File: src/core/drive_cfg_pkg.sv
// package: object indices, subindices, field positions and reset values of the drive configuration bank
package drive_cfg_pkg;

  // ------------------------------------------------------------
  // object indices and subindices
  // ------------------------------------------------------------
  localparam logic [15:0] IDX_DRIVE_FLAGS   = 16'h3212;
  localparam logic [15:0] IDX_ANALOG_VALUES = 16'h3220;
  localparam logic [15:0] IDX_ANALOG_MODE   = 16'h3221;
  localparam logic [15:0] IDX_ROTARY        = 16'h3225;

  localparam logic [7:0]  SUB_COUNT         = 8'h00;
  localparam logic [7:0]  SUB_FLAGS_RSVD    = 8'h01;
  localparam logic [7:0]  SUB_FIELD_INV     = 8'h02;
  localparam logic [7:0]  SUB_KEEP_GAINS    = 8'h03;
  localparam logic [7:0]  SUB_INPUT_ONE     = 8'h01;
  localparam logic [7:0]  SUB_INPUT_TWO     = 8'h02;
  localparam logic [7:0]  SUB_ROTARY        = 8'h01;

  // highest subindex reported by each array object
  localparam logic [7:0]  FLAGS_SUB_MAX     = 8'h03;
  localparam logic [7:0]  ANALOG_SUB_MAX    = 8'h02;
  localparam logic [7:0]  ROTARY_SUB_MAX    = 8'h01;

  // ------------------------------------------------------------
  // field positions and reset values
  // ------------------------------------------------------------
  localparam int          MODE_BIT_ONE      = 0;
  localparam int          MODE_BIT_TWO      = 1;
  localparam logic [31:0] MODE_WRITE_MASK   = 32'h0000_0003;
  localparam logic [31:0] MODE_RESET        = 32'h0000_0000;
  localparam logic [7:0]  FLAG_RESET        = 8'h00;
  localparam logic [15:0] VALUE_RESET       = 16'h0000;

  // signed flag encodings
  localparam logic [7:0]  FIELD_DEFAULT     = 8'h00;
  localparam logic [7:0]  FIELD_POSITIVE    = 8'h01;
  localparam logic [7:0]  FIELD_NEGATIVE    = 8'hFF;
  localparam logic [7:0]  GAINS_KEEP        = 8'h01;

  // scaling: full 1024 digits = 10 V or 20 mA
  localparam int          FULL_DIGITS       = 1024;
  localparam int          FULL_MILLIVOLT    = 10000;
  localparam int          FULL_MICROAMP     = 20000;

  // field direction selection towards the commutation logic
  typedef enum logic [2:0]
  {
    DIR_FIRMWARE = 3'b001,
    DIR_POSITIVE = 3'b010,
    DIR_NEGATIVE = 3'b100
  } field_dir_e;

endpackage : drive_cfg_pkg

File: src/core/obj_access_if.sv
// interface: object access bus between the bank decoder and its storage leaves
`timescale 1ns/100ps
interface obj_access_if;
  logic [15:0] index;
  logic [7:0]  subindex;
  logic        wr;
  logic [31:0] wdata;
  logic [31:0] rdata;
  logic        hit;

  modport master
  (
    output index,
    output subindex,
    output wr,
    output wdata,
    input  rdata,
    input  hit
  );

  modport leaf
  (
    input  index,
    input  subindex,
    input  wr,
    input  wdata,
    output rdata,
    output hit
  );
endinterface : obj_access_if

File: src/core/drive_flag_bank.sv
// module: drive flag entries with restart-latched field inversion
`timescale 1ns/100ps
module drive_flag_bank
(
  input  wire logic     clk,
  input  wire logic     rst,
  obj_access_if.leaf    bus,
  output logic [7:0]    field_inv_active,
  output logic [7:0]    keep_gains
);

  logic [7:0] flags_reserved;
  // savable entry: power-up value zero, kept through a restart
  logic [7:0] field_inv_stored = drive_cfg_pkg::FLAG_RESET;
  logic [7:0] next_flags_reserved;
  logic [7:0] next_field_inv_stored;
  logic [7:0] next_keep_gains;
  logic       restart_pending;
  logic       next_restart_pending;

  function automatic logic sub_sel(input logic [7:0] s);
    sub_sel = (bus.index == drive_cfg_pkg::IDX_DRIVE_FLAGS) && (bus.subindex == s);
  endfunction : sub_sel

  always_comb
  begin
    next_flags_reserved   = flags_reserved;
    next_field_inv_stored = field_inv_stored;
    next_keep_gains       = keep_gains;
    next_restart_pending  = 1'b0;
    if (bus.wr && sub_sel(drive_cfg_pkg::SUB_FLAGS_RSVD))
    begin
      next_flags_reserved = bus.wdata[7:0];
    end
    if (bus.wr && sub_sel(drive_cfg_pkg::SUB_FIELD_INV))
    begin
      next_field_inv_stored = bus.wdata[7:0];
    end
    if (bus.wr && sub_sel(drive_cfg_pkg::SUB_KEEP_GAINS))
    begin
      next_keep_gains = bus.wdata[7:0];
    end
  end

  always_ff @(posedge clk or posedge rst)
  begin
    if (rst)
    begin
      flags_reserved   <= drive_cfg_pkg::FLAG_RESET;
      keep_gains       <= drive_cfg_pkg::FLAG_RESET;
      restart_pending  <= 1'b1;
    end
    else
    begin
      flags_reserved   <= next_flags_reserved;
      keep_gains       <= next_keep_gains;
      restart_pending  <= next_restart_pending;
    end
  end

  // not cleared by restart, else a new override could never take effect
  always_ff @(posedge clk)
  begin
    field_inv_stored <= next_field_inv_stored;
  end

  // active value taken once, in the first cycle after restart
  always_ff @(posedge clk or posedge rst)
  begin
    if (rst)
    begin
      field_inv_active <= drive_cfg_pkg::FLAG_RESET;
    end
    else if (restart_pending)
    begin
      field_inv_active <= field_inv_stored;
    end
  end

  always_comb
  begin
    bus.hit   = 1'b1;
    bus.rdata = 32'h0000_0000;
    if (bus.index != drive_cfg_pkg::IDX_DRIVE_FLAGS)
    begin
      bus.hit = 1'b0;
    end
    else
    begin
      case (bus.subindex)
        drive_cfg_pkg::SUB_COUNT:      bus.rdata = {24'h000000, drive_cfg_pkg::FLAGS_SUB_MAX};
        drive_cfg_pkg::SUB_FLAGS_RSVD: bus.rdata = {{24{flags_reserved[7]}}, flags_reserved};
        drive_cfg_pkg::SUB_FIELD_INV:  bus.rdata = {{24{field_inv_stored[7]}}, field_inv_stored};
        drive_cfg_pkg::SUB_KEEP_GAINS: bus.rdata = {{24{keep_gains[7]}}, keep_gains};
        default:                       bus.hit   = 1'b0;
      endcase
    end
  end

  field_hold_a: assert property (@(posedge clk) disable iff (rst)
    !restart_pending |=> $stable(field_inv_active))
    else $error("field inversion changed without restart");

endmodule : drive_flag_bank

File: src/core/analog_input_bank.sv
// module: analog readings, input mode word and rotary switch entry
`timescale 1ns/100ps
module analog_input_bank
(
  input  wire logic        clk,
  input  wire logic        rst,
  obj_access_if.leaf       bus,
  input  wire logic [15:0] sample_one,
  input  wire logic [15:0] sample_two,
  input  wire logic        sample_valid,
  input  wire logic [15:0] rotary_pins,
  output logic [1:0]       current_select
);

  logic [31:0] mode_word;
  logic [31:0] next_mode_word;
  logic [15:0] value_one;
  logic [15:0] value_two;
  logic [15:0] next_value_one;
  logic [15:0] next_value_two;
  logic [15:0] rotary_value;
  logic [15:0] next_rotary_value;
  logic        rotary_taken;
  logic        next_rotary_taken;

  always_comb
  begin
    next_mode_word    = mode_word;
    next_value_one    = value_one;
    next_value_two    = value_two;
    next_rotary_value = rotary_value;
    next_rotary_taken = 1'b1;
    if (bus.wr && bus.index == drive_cfg_pkg::IDX_ANALOG_MODE && bus.subindex == drive_cfg_pkg::SUB_COUNT)
    begin
      next_mode_word = bus.wdata & drive_cfg_pkg::MODE_WRITE_MASK;
    end
    if (sample_valid)
    begin
      next_value_one = sample_one;
      next_value_two = sample_two;
    end
    if (!rotary_taken)
    begin
      next_rotary_value = rotary_pins;
    end
  end

  always_ff @(posedge clk or posedge rst)
  begin
    if (rst)
    begin
      mode_word    <= drive_cfg_pkg::MODE_RESET;
      value_one    <= drive_cfg_pkg::VALUE_RESET;
      value_two    <= drive_cfg_pkg::VALUE_RESET;
      rotary_value <= drive_cfg_pkg::VALUE_RESET;
      rotary_taken <= 1'b0;
    end
    else
    begin
      mode_word    <= next_mode_word;
      value_one    <= next_value_one;
      value_two    <= next_value_two;
      rotary_value <= next_rotary_value;
      rotary_taken <= next_rotary_taken;
    end
  end

  // one bit per input: 0 voltage, 1 current
  assign current_select = {mode_word[drive_cfg_pkg::MODE_BIT_TWO], mode_word[drive_cfg_pkg::MODE_BIT_ONE]};

  always_comb
  begin
    bus.hit   = 1'b1;
    bus.rdata = 32'h0000_0000;
    case (bus.index)
      drive_cfg_pkg::IDX_ANALOG_VALUES:
      begin
        case (bus.subindex)
          drive_cfg_pkg::SUB_COUNT:     bus.rdata = {24'h000000, drive_cfg_pkg::ANALOG_SUB_MAX};
          drive_cfg_pkg::SUB_INPUT_ONE: bus.rdata = {{16{value_one[15]}}, value_one};
          drive_cfg_pkg::SUB_INPUT_TWO: bus.rdata = {{16{value_two[15]}}, value_two};
          default:                      bus.hit   = 1'b0;
        endcase
      end
      drive_cfg_pkg::IDX_ANALOG_MODE:
      begin
        bus.hit   = (bus.subindex == drive_cfg_pkg::SUB_COUNT);
        bus.rdata = mode_word;
      end
      drive_cfg_pkg::IDX_ROTARY:
      begin
        case (bus.subindex)
          drive_cfg_pkg::SUB_COUNT:  bus.rdata = {24'h000000, drive_cfg_pkg::ROTARY_SUB_MAX};
          drive_cfg_pkg::SUB_ROTARY: bus.rdata = {16'h0000, rotary_value};
          default:                   bus.hit   = 1'b0;
        endcase
      end
      default:
      begin
        bus.hit = 1'b0;
      end
    endcase
  end

  mode_upper_a: assert property (@(posedge clk) disable iff (rst)
    mode_word[31:2] == 30'h0)
    else $error("upper mode bits not zero");

  rotary_once_a: assert property (@(posedge clk) disable iff (rst)
    rotary_taken && $past(rotary_taken) |-> $stable(rotary_value))
    else $error("rotary value changed after restart");

  mode_select_a: assert property (@(posedge clk) disable iff (rst)
    current_select == mode_word[1:0])
    else $error("current select does not follow mode word");

  value_track_a: assert property (@(posedge clk) disable iff (rst)
    sample_valid |=> value_one == $past(sample_one) && value_two == $past(sample_two))
    else $error("analog reading not updated");

endmodule : analog_input_bank

File: src/core/drive_config_analog_inputs.sv
// module: top of the drive configuration and analog input object bank
`timescale 1ns/100ps

module drive_config_analog_inputs
(
  input  wire logic        CLK_SYS,
  input  wire logic        RST,
  input  wire logic [15:0] OBJ_INDEX,
  input  wire logic [7:0]  OBJ_SUBINDEX,
  input  wire logic        OBJ_WR,
  input  wire logic        OBJ_RD,
  input  wire logic [31:0] OBJ_WDATA,
  output logic [31:0]      OBJ_RDATA,
  output logic             OBJ_ACK,
  output logic             OBJ_ERR,
  input  wire logic [15:0] ADC_ONE,
  input  wire logic [15:0] ADC_TWO,
  input  wire logic        ADC_VALID,
  input  wire logic [15:0] ROTARY_SWITCH,
  output logic             INPUT_ONE_CURRENT_SELECT,
  output logic             INPUT_TWO_CURRENT_SELECT,
  output logic [2:0]       FIELD_DIRECTION,
  input  wire logic        AUTO_SETUP_START,
  output logic             AUTO_SETUP_DETECT_MOTOR,
  output logic             AUTO_SETUP_LOAD_PRESET,
  output logic             AUTO_SETUP_KEEP_GAINS
);

  // ------------------------------------------------------------
  // object access fan-out
  // ------------------------------------------------------------
  obj_access_if flag_bus ();
  obj_access_if analog_bus ();

  logic [7:0]  field_inv_active;
  logic [7:0]  keep_gains;
  logic [1:0]  current_select;
  logic        access;
  logic        read_only_hit;
  logic [31:0] next_rdata;
  logic        next_ack;
  logic        next_err;
  logic        keep_latched;
  logic        next_keep_latched;
  drive_cfg_pkg::field_dir_e field_dir;

  assign access = OBJ_WR | OBJ_RD;

  // writes to read-only entries are refused with an error answer
  assign read_only_hit = (OBJ_INDEX == drive_cfg_pkg::IDX_ANALOG_VALUES) ||
                         (OBJ_INDEX == drive_cfg_pkg::IDX_ROTARY) ||
                         (OBJ_SUBINDEX == drive_cfg_pkg::SUB_COUNT &&
                          OBJ_INDEX == drive_cfg_pkg::IDX_DRIVE_FLAGS);

  assign flag_bus.index      = OBJ_INDEX;
  assign flag_bus.subindex   = OBJ_SUBINDEX;
  assign flag_bus.wr         = OBJ_WR & ~OBJ_RD;
  assign flag_bus.wdata      = OBJ_WDATA;
  assign analog_bus.index    = OBJ_INDEX;
  assign analog_bus.subindex = OBJ_SUBINDEX;
  assign analog_bus.wr       = OBJ_WR & ~OBJ_RD & ~read_only_hit;
  assign analog_bus.wdata    = OBJ_WDATA;

  drive_flag_bank u_flags
  (
    .clk              (CLK_SYS),
    .rst              (RST),
    .bus              (flag_bus),
    .field_inv_active (field_inv_active),
    .keep_gains       (keep_gains)
  );

  analog_input_bank u_analog
  (
    .clk            (CLK_SYS),
    .rst            (RST),
    .bus            (analog_bus),
    .sample_one     (ADC_ONE),
    .sample_two     (ADC_TWO),
    .sample_valid   (ADC_VALID),
    .rotary_pins    (ROTARY_SWITCH),
    .current_select (current_select)
  );

  // ------------------------------------------------------------
  // answer register
  // ------------------------------------------------------------
  always_comb
  begin
    next_rdata = OBJ_RDATA;
    next_ack   = 1'b0;
    next_err   = 1'b0;
    if (access)
    begin
      next_ack = 1'b1;
      if (OBJ_WR && OBJ_RD)
      begin
        next_err = 1'b1;
      end
      else if (flag_bus.hit)
      begin
        next_err   = OBJ_WR && read_only_hit;
        next_rdata = OBJ_RD ? flag_bus.rdata : OBJ_RDATA;
      end
      else if (analog_bus.hit)
      begin
        next_err   = OBJ_WR && read_only_hit;
        next_rdata = OBJ_RD ? analog_bus.rdata : OBJ_RDATA;
      end
      else
      begin
        next_err   = 1'b1;
        next_rdata = 32'h0000_0000;
      end
    end
  end

  always_ff @(posedge CLK_SYS or posedge RST)
  begin
    if (RST)
    begin
      OBJ_RDATA <= 32'h0000_0000;
      OBJ_ACK   <= 1'b0;
      OBJ_ERR   <= 1'b0;
    end
    else
    begin
      OBJ_RDATA <= next_rdata;
      OBJ_ACK   <= next_ack;
      OBJ_ERR   <= next_err;
    end
  end

  // ------------------------------------------------------------
  // field direction and auto setup steering
  // ------------------------------------------------------------
  always_comb
  begin
    case (field_inv_active)
      drive_cfg_pkg::FIELD_POSITIVE: field_dir = drive_cfg_pkg::DIR_POSITIVE;
      drive_cfg_pkg::FIELD_NEGATIVE: field_dir = drive_cfg_pkg::DIR_NEGATIVE;
      default:                       field_dir = drive_cfg_pkg::DIR_FIRMWARE;
    endcase
  end

  // gains choice frozen at the start so a mid-run write cannot split the setup
  always_comb
  begin
    next_keep_latched = keep_latched;
    if (AUTO_SETUP_START)
    begin
      next_keep_latched = (keep_gains == drive_cfg_pkg::GAINS_KEEP);
    end
  end

  always_ff @(posedge CLK_SYS or posedge RST)
  begin
    if (RST)
    begin
      FIELD_DIRECTION <= drive_cfg_pkg::DIR_FIRMWARE;
      keep_latched    <= 1'b0;
    end
    else
    begin
      FIELD_DIRECTION <= field_dir;
      keep_latched    <= next_keep_latched;
    end
  end

  assign AUTO_SETUP_KEEP_GAINS    = keep_latched;
  assign AUTO_SETUP_DETECT_MOTOR  = ~keep_latched;
  assign AUTO_SETUP_LOAD_PRESET   = ~keep_latched;
  // readings are raw digits; 1024 digits span 10 V or 20 mA per mode
  assign INPUT_ONE_CURRENT_SELECT = current_select[0];
  assign INPUT_TWO_CURRENT_SELECT = current_select[1];

  // ------------------------------------------------------------
  // checks
  // ------------------------------------------------------------
  field_pos_a: assert property (@(posedge CLK_SYS) disable iff (RST)
    field_inv_active == drive_cfg_pkg::FIELD_POSITIVE |=> FIELD_DIRECTION == drive_cfg_pkg::DIR_POSITIVE)
    else $error("positive field not forced");

  field_neg_a: assert property (@(posedge CLK_SYS) disable iff (RST)
    field_inv_active == drive_cfg_pkg::FIELD_NEGATIVE |=> FIELD_DIRECTION == drive_cfg_pkg::DIR_NEGATIVE)
    else $error("negative field not forced");

  field_dflt_a: assert property (@(posedge CLK_SYS) disable iff (RST)
    field_inv_active == drive_cfg_pkg::FIELD_DEFAULT |=> FIELD_DIRECTION == drive_cfg_pkg::DIR_FIRMWARE)
    else $error("default field not used");

  keep_gains_a: assert property (@(posedge CLK_SYS) disable iff (RST)
    AUTO_SETUP_START && keep_gains == drive_cfg_pkg::GAINS_KEEP |=> AUTO_SETUP_KEEP_GAINS && !AUTO_SETUP_LOAD_PRESET)
    else $error("stored gains not kept");

  detect_motor_a: assert property (@(posedge CLK_SYS) disable iff (RST)
    AUTO_SETUP_START && keep_gains == 8'h00 |=> AUTO_SETUP_DETECT_MOTOR)
    else $error("motor detection not requested");

  flag_rdback_a: assert property (@(posedge CLK_SYS) disable iff (RST)
    OBJ_WR && !OBJ_RD && OBJ_INDEX == drive_cfg_pkg::IDX_DRIVE_FLAGS && OBJ_SUBINDEX == drive_cfg_pkg::SUB_KEEP_GAINS
    |=> keep_gains == $past(OBJ_WDATA[7:0]))
    else $error("keep-gains write lost");

  answer_one_a: assert property (@(posedge CLK_SYS) disable iff (RST)
    access |=> OBJ_ACK ##1 (!OBJ_ACK || $past(access)))
    else $error("answer not one cycle per access");

  mode_pins_a: assert property (@(posedge CLK_SYS) disable iff (RST)
    OBJ_WR && !OBJ_RD && OBJ_INDEX == drive_cfg_pkg::IDX_ANALOG_MODE && OBJ_SUBINDEX == drive_cfg_pkg::SUB_COUNT
    |=> {INPUT_TWO_CURRENT_SELECT, INPUT_ONE_CURRENT_SELECT} == $past(OBJ_WDATA[1:0]))
    else $error("input mode pins not following write");

  ro_write_a: assert property (@(posedge CLK_SYS) disable iff (RST)
    OBJ_WR && read_only_hit |=> OBJ_ACK && OBJ_ERR)
    else $error("write to read-only entry accepted");

  unmapped_err_a: assert property (@(posedge CLK_SYS) disable iff (RST)
    access && !(OBJ_WR && OBJ_RD) && !flag_bus.hit && !analog_bus.hit
    |=> OBJ_ERR && OBJ_RDATA == 32'h0000_0000)
    else $error("unmapped entry not refused");

endmodule : drive_config_analog_inputs

File: config.mk
export PLATFORM = sky130hd
export DESIGN_NAME = drive_config_analog_inputs
export DESIGN_NICKNAME = d
export VERILOG_FILES = /design/src/core/drive_cfg_pkg.sv /design/src/core/obj_access_if.sv /design/src/core/drive_flag_bank.sv /design/src/core/analog_input_bank.sv /design/src/core/drive_config_analog_inputs.sv
export SDC_FILE = /design/constraint.sdc
export NUM_CORES = 1
export LEC_CHECK = 0
export CORE_MARGIN = 10
export CORE_UTILIZATION = 35
export CTS_CLUSTER_DIAMETER = 120
export DETAILED_ROUTE_END_ITERATION = 16
export DONT_BUFFER_PORTS = 1
export PLACE_DENSITY = 0.57
export SYNTH_ARGS = -nofsm -noshare
export SYNTH_HDL_FRONTEND = slang
export SYNTH_SLANG_ARGS = --single-unit
File: constraint.sdc
create_clock -name CLK_SYS -period 4.75 [get_ports CLK_SYS]
set_clock_uncertainty 0.15 [all_clocks]
set_input_delay 0.95 -clock CLK_SYS [delete_from_list [all_inputs] [get_ports CLK_SYS]]
set_output_delay 0.95 -clock CLK_SYS [all_outputs]
set_load 0.05 [all_outputs]
Word level (Yosys, flattened, before mapping)
Cells that the tools add are included.

Equality and inequality tests: 13. Muxes and demuxes: 20. Bitwise operators: 7. Reduce and logical (&&, ||, !) cells: 18.

Operators with widths (number): 32-bit case mux with 3 select lines (2); 32-bit two-way mux (5); 32-bit case mux with 4 select lines (1); 16-bit by 14-bit equality test with 1-bit output, second input constant (4); 16-bit case mux with 2 select lines (1); 8-bit by 1-bit equality test with 1-bit output, second input constant (3); 8-bit by 2-bit equality test with 1-bit output, second input constant (2); 16-bit by 14-bit != test with 1-bit output, second input constant (1); 1-bit logical AND (11); 1-bit two-way mux (9); 8-bit equality test, second input constant (1); 8-bit zero test (1); 3-bit case mux with 2 select lines (1); 2-bit != test, second input constant (2); 1-bit inverter (4); 4-bit AND reduction (1); 4-bit OR reduction (1); 1-bit case mux with 3 select lines (1); 3-bit OR reduction (1); 1-bit bitwise AND (2); 1-bit logical OR (2); 2-bit OR reduction (1); 1-bit bitwise OR (1).

Register bits: 122. Input port bits: 110. Output and inout port bits: 42. Word-level logic and storage cells: 73.

Logic depth before layout (Yosys ltp)
Word-level depth: 8. Mapped depth: 9. Mapped depth without buffers: 5.

Hierarchy
From an unflattened synthesis, not the netlist that was laid out.

Cell total of the unflattened synthesis: 511. Area, all modules: 5994.5 um^2.

By module, submodules not included: analog_input_bank (times used 1, cells an instance 196, area an instance 2570.0 um^2, sequential area each 1276.2 um^2); drive_config_analog_inputs (times used 1, cells an instance 187, area an instance 1779.2 um^2, sequential area each 952.2 um^2); drive_flag_bank (times used 1, cells an instance 128, area an instance 1645.3 um^2, sequential area each 867.1 um^2).

Least setup slack after synthesis
OpenSTA, ideal clock, no wires.

Path kind: input-to-reg. Start point: input OBJ_INDEX[8]. End point: register OBJ_RDATA[2]. Setup time: 0.125 ns. Arrival time: 3.552 ns. Required time: 4.475 ns. Setup slack: 0.923 ns. Cell stages on the path: 9. Path buffers: 4. Cells stage by stage: or4b_1 or4_4 buf_6 or4b_1 buf_2 a31o_1 buf_6 buf_8 mux2_4.

Longest elaborated chain between the ends: 5.

Ends and longest elaborated chain: start: declaration (RTL line drive_config_analog_inputs.sv:8) `input wire logic [15:0] OBJ_INDEX,`; 16-bit by 14-bit equality test with 1-bit output (RTL line analog_input_bank.sv:75) `case (bus.index)`; 32-bit case mux with 3 select lines (RTL line analog_input_bank.sv:75); 32-bit two-way mux (RTL line drive_config_analog_inputs.sv:108) `next_rdata = OBJ_RD ? analog_bus.rdata : OBJ_RDATA;`; 32-bit two-way mux (RTL line drive_config_analog_inputs.sv:105) `else if (analog_bus.hit)`; 32-bit two-way mux (RTL line drive_config_analog_inputs.sv:100) `else if (flag_bus.hit)`; end signal: assignment (RTL line drive_config_analog_inputs.sv:128) `OBJ_RDATA <= next_rdata;`; end: declaration (RTL line drive_config_analog_inputs.sv:13) `output logic [31:0] OBJ_RDATA,`.

Several ways; a longest one is shown, not always the timed one. The select of a mux whose other input is x is not followed. A chain may end at the register's enable or synchronous reset.

Worst setup path after layout
Start point: input OBJ_INDEX[8]. End point: register OBJ_RDATA[8].

The elaborated chain is that of the path after synthesis.

==> results.tsv <==
metric	value	unit
Num CTS Buffers	9	
Placed Area	5104	um^2
Power Total	1.942	mW
Post-CTS Setup Repair Bufs	0	
CP Class	input port to register	
Critical Path Fanout Max	17	
initial antenna violation count	4	
top post-synthesis cells by count	dfrtp_1, mux2_2, buf_4, clkbuf_1, a22o_1	
die height	139.6	um
DRC viols	0	
FP Rows	43	
Resized cells post-CTS	0	
Async SR Flop Fraction	92.52	%
CTS Hold Buffers Added	0	
biggest area consumer among synthesized cells	dfrtp_1	
Clk pin slew, worst setup/hold paths	80	ps
Worst Hold Slack	353.9	ps
met3 WL	1.070	mm
Crit. End Element	register	
Fillers	1316	
starting density of the core	35.91	%
DP Cell Count	525	
non-filler cells, final	542	
Via Count	2998	
Cell Area, Synth	5004	um^2
most frequent cell after synthesis	dfrtp_1	
synthesized net count	483	
final critical-path share of the clock period	78.03	%
maximum root-to-sink buffer count	2	
drt first pass iters	4	
largest net degree at the start of global routing	71	
peak supply drop	169.9	uV
critical path's top delay family	simple AND/OR/NAND/NOR gates	
Final Hold Vio Count	0	
largest cells by area after synthesis	dfrtp_1, mux2_2, edfxtp_1, a221o_1, a22o_1	
fin nets	466	
DR iter-0 viols	146	
Via density	5.531	
RD Place Congestion	0.8036	
M1 WL	5.312	mm
Routed WL	12.01	mm
worst endpoint required time	4840	ps
Layout area overhead	8.502	%
reg2reg path depth	6	
status	complete, no violations	
Critical Path Slowest Stage Cell	or4b_1	
CP Launch Type	input port	
Arr. time, crit path	3800	ps
Max-Cap Viols	0	
HP Class	register to register	
Syn. warnings	0	
worst-margin pin slew	984.7	ps
clk_lat worst skew	350	ps
CTS tree	yes	
Post-synth EDFFs	8	
crit-path cells	or4b_1 -> or4_4 -> or4b_1 -> a31o_1 -> mux2_4	
GRT Total Usage	12.37	%
Port Buffer Count	0	
CTS sink cnt	107	
Power Density	357.8	nW/um^2
CTS H-tree depth	3	
Worst path depth	5	
PnR worst setup slack	1043	ps
Post-DP HPWL	8.864	mm
fin crit period	3707	ps
Fmax	269.8	MHz
Max transition margin	34.35	%
Yosys top cell area share	48.51	%
post-synthesis sequential area ratio	54.36	%
first-pass GRT wire length	18.87	mm
final std cell area, no fill	5429	um^2
final core occ	38.96	%
Post-Place Worst Slack	674.5	ps
clock root buffer	clkbuf_16	
post-synth cell types	58	
Post-Syn Area per Cell	13.41	um^2
Bufs and invs on worst path	0	
# setup viols final	0	
DIE AREA	19480	um^2
chip width	139.6	um
Ports	152	
Top FF cell, synth	dfrtp_1	
Final Max Slew Viols	0	
layout cells sized above 1	39.61	%
setup tns final	0	ps
r2r setup slk	2830	ps
WL/cell	22.15	um
met2 WL	5.339	mm
CP most frequent cell	or4b_1	
Mapped Cells	373	
Top Metal Used	met5	
#FFs+latches synth	107	
antenna-violating nets left	0	
Static Leak	2.248	nW
vias in the first global route	3087	
RSZ-0062 raised after global routing	false	
hold depth	1	
critical path's largest stage delay	660	ps
core area	13930	um^2
grt ovf	0	
==> logic make-up after synthesis <==
group / Yosys count / share of synthesized area (%)
DFF: 107 / 54.36
AOI/OAI and AO/OA: 58 / 9.903
muxes: 96 / 22.08
and+or+nand+nor: 65 / 8.152
other: 2 / 0.1501
buffers and inverters: 45 / 5.351
==> final timing paths <==
path / startpoint / end
setup / recovery: OBJ_INDEX[8] / OBJ_RDATA[8]$_DFFE_PP0P_
hold / removal: u_flags.flags_reserved[3]$_DFFE_PP0P_ / u_flags.flags_reserved[3]$_DFFE_PP0P_
setup reg to reg: u_flags.keep_gains[7]$_DFFE_PP0P_ / OBJ_RDATA[10]$_DFFE_PP0P_
hold reg to reg: u_flags.flags_reserved[3]$_DFFE_PP0P_ / u_flags.flags_reserved[3]$_DFFE_PP0P_
max in group asynchronous: RST / u_analog.value_one[14]$_DFFE_PP0P_
min in group asynchronous: RST / u_analog.value_two[1]$_DFFE_PP0P_
==> power by group <==
part,leakage (nW),internal (mW),switching (mW),total (mW)
Clock,0.157,0.465,0.346,0.812
Sequential,1.31,0.968,0.0389,1.01
Combinational,0.785,0.0665,0.0571,0.124
==> cell type report <==
type,count,area [um^2],area share (%)
Sequential cell,107,2724,50.17
Multi-Input combinational cell,221,2027,37.34
Clock buffer,9,225.2,4.148
Tap cell,180,225.2,4.148
Timing Repair Buffer,11,102.6,1.890
Clock inverter,7,97.59,1.798
Inverter,6,25.02,0.4609
Antenna cell,1,2.502,0.04609
==> registers in the layout (all words and copies together) (netlist names) <==
register and count:
OBJ_RDATA 17, u_analog.rotary_value 16, u_analog.value_one 16, u_analog.value_two 16
u_flags.field_inv_active 8, u_flags.field_inv_stored 8, u_flags.flags_reserved 8, u_flags.keep_gains 8
FIELD_DIRECTION 3, u_analog.mode_word 2, AUTO_SETUP_KEEP_GAINS 1, OBJ_ACK 1
OBJ_ERR 1, u_analog.rotary_taken 1, u_flags.restart_pending 1
==> worst register-to-register path, cell delays in order (launching register included) <==
cell and delay [ps]:
dfrtp_1 390, mux2_2 280, a22oi_1 210, nor3_1 80
buf_4 180, a221o_1 270, mux2_2 260
==> placed cells by master, fill, tap and decap left out, types with 5 or more instances in the layout <==
| master | instances |
|---|---|
| edfxtp_1 | 8 |
| a22oi_1 | 7 |
| clkbuf_16 | 9 |
| dfrtp_1 | 96 |
| nand2_1 | 6 |
| buf_4 | 10 |
| nor2b_1 | 5 |
| a221o_1 | 14 |
| mux2_2 | 87 |
| a22o_1 | 15 |
| nor2_1 | 9 |
| inv_1 | 5 |
| mux2_4 | 7 |
| nor3_1 | 9 |
==> routing by layer <==
| layer | vias to the layer above | global-route usage, % |
|---|---|---|
| met4 | 6 | 5.054 |
| met5 | - | 0 |
| met2 | 103 | 18.03 |
| li1 | 1352 | - |
| met1 | 1515 | 15.79 |
| met3 | 22 | 5.172 |
No activity file was read; power rests on OpenSTA's default activity.
